==> config.mk <==
export PLATFORM = sky130hd
export DESIGN_NAME = bra_top
export DESIGN_NICKNAME = d
export VERILOG_FILES = /design/src/rtl/bra_pkg.sv /design/src/rtl/bra_top.sv
export SDC_FILE = /design/constraint.sdc
export NUM_CORES = 1
export LEC_CHECK = 0
export BUFFER_PORTS_ARGS = -buffer_cell sky130_fd_sc_hd__buf_2
export CORE_UTILIZATION = 50
export CTS_BUF_LIST = sky130_fd_sc_hd__clkbuf_8 sky130_fd_sc_hd__clkbuf_16
export DETAILED_ROUTE_END_ITERATION = 10
export GPL_TIMING_DRIVEN = 1
export PLACE_DENSITY = 0.8
export SYNTH_ARGS = -nofsm -noshare
export SYNTH_HDL_FRONTEND = slang
export SYNTH_SLANG_ARGS = --single-unit
==> constraint.sdc <==
create_clock -name CORE_CLK -period 4.4 [get_ports CORE_CLK]
set_input_delay 0.22 -clock CORE_CLK [delete_from_list [all_inputs] [get_ports CORE_CLK]]
set_output_delay 0.22 -clock CORE_CLK [all_outputs]
set_load 0.01 [all_outputs]
==> src/rtl/bra_pkg.sv <==
// constants for the two-port register array
package bra_pkg;
  localparam int NUM_REGS = 16;
  localparam logic [3:0] FLAG_LO_IDX = 4'h0;
  localparam logic [3:0] FLAG_HI_IDX = 4'h1;
  localparam logic [3:0] PROT_LO_IDX = 4'hE;
  localparam logic [3:0] PROT_HI_IDX = 4'hF;
  localparam int PROT_LO_BIT = 0;
  localparam int PROT_HI_BIT = 1;
  localparam logic [2:0] DMA_PAIR_LO = 3'h6;
  localparam logic [2:0] DMA_PAIR_HI = 3'h7;
  localparam logic [3:0] SEC_ADDR_BASE = 4'h3;
  localparam logic [7:0] DATA_ZERO = 8'h00;
endpackage

==> src/rtl/bra_top.sv <==
// two-port sixteen-byte register array with flag handshake
`timescale 1ns/1ps
// Behaviour
// - one shared sixteen-byte store reached by host and controller ports
// - host reads or writes any location, byte or word wide
// - controller selects a register in one cycle, transfers data later
// - both data ports are bidirectional with three-state drivers
// - low dma enable puts host port in dma mode only
// - host data is two byte lanes, lane a bit 0 most significant
// - controller port answers select and write only with bank enabled
// - select with clock high treats bus value as address, selects match
// - selection holds until a new address arrives on the same bank
// - write command with clock high stores bus value in selected register
// - secondary bus is eight active-low lines, line 0 most significant
// - host write strobe stores host data when in write mode
// - low programmed io enable selects register by four address inputs
// - host address bit 3 most significant, bit 0 least significant
// - byte/word high gives byte mode, low gives word mode
// - write-protect logic blocks host writes in byte and word mode
// - two protect flag bits guard the top two registers, host read-only
// - writing a general register sets its flag; software clears it
// - byte mode: address bit 0 picks even lane a or odd lane b
// - dma mode ignores address bits 1 to 3, bit 0 picks location
module bra_top (
  input wire logic CORE_CLK,
  input wire logic SYS_RST,
  input wire logic DMA_ENABLE_N,
  input wire logic PROG_IO_ENABLE_N,
  input wire logic [3:0] HOST_ADDR,
  input wire logic BYTE_MODE,
  input wire logic HOST_READ,
  input wire logic HOST_WRITE_STROBE,
  input wire logic [7:0] HOST_DATA_LANE_A_IN,
  output logic [7:0] HOST_DATA_LANE_A_OUT,
  output logic HOST_DATA_LANE_A_OE_N,
  input wire logic [7:0] HOST_DATA_LANE_B_IN,
  output logic [7:0] HOST_DATA_LANE_B_OUT,
  output logic HOST_DATA_LANE_B_OE_N,
  input wire logic BANK_ENABLE_N,
  input wire logic MASTER_CLK,
  input wire logic SELECT_CMD,
  input wire logic WRITE_CMD,
  input wire logic SEC_READ,
  input wire logic [7:0] SEC_BUS_N_IN,
  output logic [7:0] SEC_BUS_N_OUT,
  output logic SEC_BUS_N_OE_N,
  output logic SEC_SELECTED
);
  logic [7:0] mem_ff [bra_pkg::NUM_REGS];
  logic [7:0] nxt_mem [bra_pkg::NUM_REGS];
  logic [3:0] sel_idx_ff;
  logic sel_valid_ff;
  logic [7:0] lane_a_ff;
  logic [7:0] lane_b_ff;
  logic [7:0] sec_out_ff;

  // port modes
  wire dma_mode = !DMA_ENABLE_N;
  wire pio_mode = !PROG_IO_ENABLE_N && DMA_ENABLE_N;
  wire host_on = dma_mode || pio_mode;
  // dma fixes the pair high bits, only bit 0 steers
  wire [2:0] pair_idx = dma_mode ?
    (HOST_ADDR[0] ? bra_pkg::DMA_PAIR_HI : bra_pkg::DMA_PAIR_LO) :
    HOST_ADDR[3:1];
  // in dma byte mode the odd/even choice stays inside pair 7
  wire [2:0] byte_pair = dma_mode ? bra_pkg::DMA_PAIR_HI : HOST_ADDR[3:1];
  wire odd_sel = HOST_ADDR[0];
  wire [2:0] eff_pair = BYTE_MODE ? byte_pair : pair_idx;
  wire [3:0] even_idx = {eff_pair, 1'b0};
  wire [3:0] odd_idx = {eff_pair, 1'b1};
  wire use_a = host_on && (!BYTE_MODE || !odd_sel);
  wire use_b = host_on && (!BYTE_MODE || odd_sel);
  wire host_wr = host_on && !HOST_READ && HOST_WRITE_STROBE;
  wire [7:0] flag_lo = mem_ff[bra_pkg::FLAG_LO_IDX];
  // protect bits live in the low flag register
  wire prot_a = (even_idx == bra_pkg::PROT_LO_IDX) &&
    flag_lo[bra_pkg::PROT_LO_BIT];
  wire prot_b = (odd_idx == bra_pkg::PROT_HI_IDX) &&
    flag_lo[bra_pkg::PROT_HI_BIT];
  wire host_wr_a = host_wr && use_a && !prot_a;
  wire host_wr_b = host_wr && use_b && !prot_b;
  // in byte mode the host ties lanes, so odd data arrives on lane b
  wire [7:0] host_byte_a = HOST_DATA_LANE_A_IN;
  wire [7:0] host_byte_b = HOST_DATA_LANE_B_IN;

  // secondary port; bus is active low
  wire sec_cycle = !BANK_ENABLE_N && MASTER_CLK;
  wire sec_sel = sec_cycle && SELECT_CMD && !WRITE_CMD;
  wire sec_wr = sec_cycle && WRITE_CMD && !SELECT_CMD && sel_valid_ff;
  wire [7:0] sec_val = ~SEC_BUS_N_IN;
  wire addr_hit = (sec_val[7:4] == bra_pkg::SEC_ADDR_BASE);

  // flag bit for register i: i>=2 maps to bit (i) across the two flags
  always_comb
  begin
    for (int i = 0; i < bra_pkg::NUM_REGS; i++)
    begin
      nxt_mem[i] = mem_ff[i];
    end
    // host writes first so the controller write below overrides
    if (host_wr_a)
    begin
      nxt_mem[even_idx] = host_byte_a;
    end
    if (host_wr_b)
    begin
      nxt_mem[odd_idx] = host_byte_b;
    end
    if (host_wr_a && even_idx == bra_pkg::FLAG_LO_IDX)
    begin
      // host cannot change protect bits
      nxt_mem[bra_pkg::FLAG_LO_IDX][1:0] = flag_lo[1:0];
    end
    if (sec_wr)
    begin
      nxt_mem[sel_idx_ff] = sec_val;
    end
    // write-set flags are applied last so a set beats a clear
    for (int i = 2; i < bra_pkg::NUM_REGS; i++)
    begin
      if ((host_wr_a && even_idx == i[3:0]) ||
          (host_wr_b && odd_idx == i[3:0]) ||
          (sec_wr && sel_idx_ff == i[3:0]))
      begin
        nxt_mem[i[3:0] >> 3][i[2:0]] = 1'b1;
      end
    end
  end

  always_ff @(posedge CORE_CLK)
  begin
    if (SYS_RST)
    begin
      for (int i = 0; i < bra_pkg::NUM_REGS; i++)
      begin
        mem_ff[i] <= bra_pkg::DATA_ZERO;
      end
    end
    else
    begin
      mem_ff <= nxt_mem;
    end
  end

  always_ff @(posedge CORE_CLK)
  begin
    if (SYS_RST)
    begin
      sel_valid_ff <= 1'b0;
      sel_idx_ff <= 4'h0;
    end
    else if (sec_sel)
    begin
      // any new address deselects; a match reselects
      sel_valid_ff <= addr_hit;
      sel_idx_ff <= sec_val[3:0];
    end
  end

  // read data registered one cycle behind the address
  always_ff @(posedge CORE_CLK)
  begin
    if (SYS_RST)
    begin
      lane_a_ff <= bra_pkg::DATA_ZERO;
      lane_b_ff <= bra_pkg::DATA_ZERO;
      sec_out_ff <= bra_pkg::DATA_ZERO;
    end
    else
    begin
      lane_a_ff <= mem_ff[even_idx];
      lane_b_ff <= mem_ff[odd_idx];
      sec_out_ff <= ~mem_ff[sel_idx_ff];
    end
  end

  assign HOST_DATA_LANE_A_OUT = lane_a_ff;
  assign HOST_DATA_LANE_B_OUT = lane_b_ff;
  assign HOST_DATA_LANE_A_OE_N = !(use_a && HOST_READ);
  assign HOST_DATA_LANE_B_OE_N = !(use_b && HOST_READ);
  assign SEC_BUS_N_OUT = sec_out_ff;
  // drive only when selected, enabled and no command in flight
  assign SEC_BUS_N_OE_N = !(!BANK_ENABLE_N && sel_valid_ff && SEC_READ &&
    !SELECT_CMD && !WRITE_CMD);
  assign SEC_SELECTED = sel_valid_ff;
endmodule

==> impl_metrics.ini <==
[outcome]
status = complete, no violations

[yosys]
synth_top_area_share_pct = 34.3
synth_seq_cells = 157
synth-main-ff-cell = dfxtp_1
synth.most_common_cell = dfxtp_1
avgSynthCellArea_um2 = 9.86
synth-edff-count = 0
synth_cells = 931
yosys-top-cells-area = dfxtp_1, mux4_2, mux2i_1, mux2_2, a211oi_1
yosysTopAreaCell = dfxtp_1
ys_seq_area_share_pct = 34.3
yosysUniqueCellTypes = 58
synth_warnings = 0
synth_commonest_cells = dfxtp_1, nor2_1, a211oi_1
synth_nets = 971
synth_async_sr_flop_share_pct = 0
synthesis.area_um2 = 9180

[worst_setup_path]
rr_worst_depth = 5
start_kind = flip-flop
criticalPathCategory = flip-flop to flip-flop
r2r-start = sel_idx_ff[3]
worstPathArrival_ps = 3260
worst-path-max-fanout = 10
cp-endpoint = mem_ff[6]
critPathLaunch = sel_idx_ff[3]
cp-end-kind = flip-flop
rr_endpoint = mem_ff[6]
ff2ff_setup_slack_ps = 1470
worstPathRequired_ps = 4730

[routing]
routed-via-count = 8485
remaining_drc_errors = 0
viasPerCell = 7.20
ant_nets = 0
drt_iter0_drc = 1507
routed_wirelength_mm = 31.2
wl_per_cell_um = 26.5
first_pass_iters = 6

[finish]
diodes = 0
finish.net_count = 976
final_cells = 1178
regArea_um2 = 3150
area_delta_synth_final_pct = 9.71
layout-drive-gt1-share_pct = 26.3
n_fill_cell = 1505
multi_input_area_um2 = 5570

[power]
p_leak_nw = 3.81
power_density_nw_per_um2 = 326
power_mw = 3.29
irDropWorstVdd_mv = 0.297

[clocking]
clock_path_buffers = 2
cts_tree = yes
post-cts-setup-buffers = 0
numCtsBuffers = 17
cts_num_sinks = 157
holdBufCountCts = 0
cts_htree_levels = 4
clk_latency_ps = 440
cts.repair.resized = 0
path_clk_slew_ps = 70
ctsRootBufferMaster = clkbuf_16

[global_routing]
grt_pass1_wl_mm = 47.4
overflow = 0
antenna_found_initial = 0
grt_usage_pct = 34.4
grt_pass1_vias = 7882
grt_max_degree = 64

[hold_path]
hold_path_class = input port to flip-flop

[floorplan]
core-area_um2 = 18000
start_util_pct = 51.1
die_area_um2 = 18900
io_pins = 68
rows = 49
die_h_um = 137
die_width_um = 137

[placed_design]
post-place-ws_ps = 1670
hpwl_mm = 20.4
port_buffers = 67
dp_cells = 1146
globalplace.congestion = 0.940

[timing]
holdWs_ps = 142
hold_viol = 0
slew_viol_final = 0
finalCritPeriodShare_pct = 66.7
final-setup-viol-count = 0
grt_setup_unrepaired = no
period_needed_ps = 2930
fmax_mhz = 341
skew_ps = 9.71
slew_headroom_pct = 14.0
worst_pin_slew_ps = 1290
timing.final.ws_setup_ps = 1470
fin_tns_setup_ps = 0

[job]
cap_violations = 0
-- kinds of logic after synthesis --
group                  synth area share (%)
AOI/OAI and AO/OA                      22.2
and+or+nand+nor                        14.8
muxes                                  23.5
DFF                                    34.3
buffers and inverters                  5.18
-- flip-flops by register name (all words and copies together) (netlist names) --
name / cells
SEC_BUS_N_OUT: 8
flag_lo: 8
mem_ff: 120
SEC_SELECTED: 1
sel_idx_ff: 4
HOST_DATA_LANE_A_OUT: 8
HOST_DATA_LANE_B_OUT: 8
-- critical path, stage by stage (launching register included) --
cell	delay (ps)
dfxtp_1	870
nand2_1	450
nor3_2	830
buf_4	300
a21oi_1	50
a221oi_1	300
-- through the flow --
stage	instance area, um2	util [%]
3_3_place_gp	9470	52.7
4_1_cts	10100	56.0
3_5_place_dp	9470	52.7
6_report	10100	56.0
2_1_floorplan	9180	-
5_1_grt	10100	56.0
-- worst min-delay path by stage --
stage                                 startpoint         end  slack, ps  depth (start not counted)
after global routing      HOST_DATA_LANE_B_IN[4]  mem_ff[68]        170                          3
after detailed placement              mem_ff[71]  mem_ff[71]        490                          2
final                     HOST_DATA_LANE_A_IN[6]  mem_ff[30]        140                          3
after global placement                mem_ff[71]  mem_ff[71]        490                          2
after floorplan                  SEC_BUS_N_IN[3]  mem_ff[67]        330                          1
after CTS                 HOST_DATA_LANE_A_IN[6]  mem_ff[30]        140                          3
-- metal layers --
metal / track usage, % / wire length (um) / vias to the layer above
li1: - / - / 3630
met1: 43.1 / 11600 / 4006
met2: 50.6 / 13400 / 692
met3: 13.1 / 4450 / 157
met4: 18.5 / 1730 / 0
met5: 0 / 0 / -
-- where the power goes --
part	switching [mW]	internal [mW]	leakage, nW	total (mW)
Combinational	0.219	0.105	2.24	0.324
Clock	0.599	0.891	0.302	1.49
Sequential	0.0256	1.45	1.27	1.47
Total	0.844	2.44	3.81	3.29
-- cell type report --
| type | instances | area share (%) |
|---|---|---|
| Multi-Input combinational cell | 672 | 55.3 |
| Sequential cell | 157 | 31.2 |
| Clock buffer | 21 | 4.77 |
| Timing Repair Buffer | 82 | 4.47 |
| Tap cell | 229 | 2.85 |
| Clock inverter | 11 | 1.16 |
| Inverter | 6 | 0.224 |
-- cells in the final DEF, fill, tap and decap left out, types with 4 or more instances in the layout --
cell type / n
a211oi_1: 78
a211oi_2: 7
a21o_1: 23
a21oi_1: 55
a221oi_1: 40
a222oi_1: 16
a31oi_1: 5
buf_2: 66
buf_4: 16
clkbuf_16: 17
clkbuf_8: 4
dfxtp_1: 155
inv_1: 8
mux2_2: 53
mux2i_1: 65
mux4_2: 40
nand2_1: 19
nand2b_1: 22
nand3_1: 12
nand4b_1: 4
nor2_1: 80
nor2b_1: 13
nor3_1: 24
nor3_2: 5
nor3_4: 8
nor4_4: 4
o21ai_0: 42
o22ai_1: 5
or2_2: 5
or3_1: 4
Power figures use the tool's default switching activity.
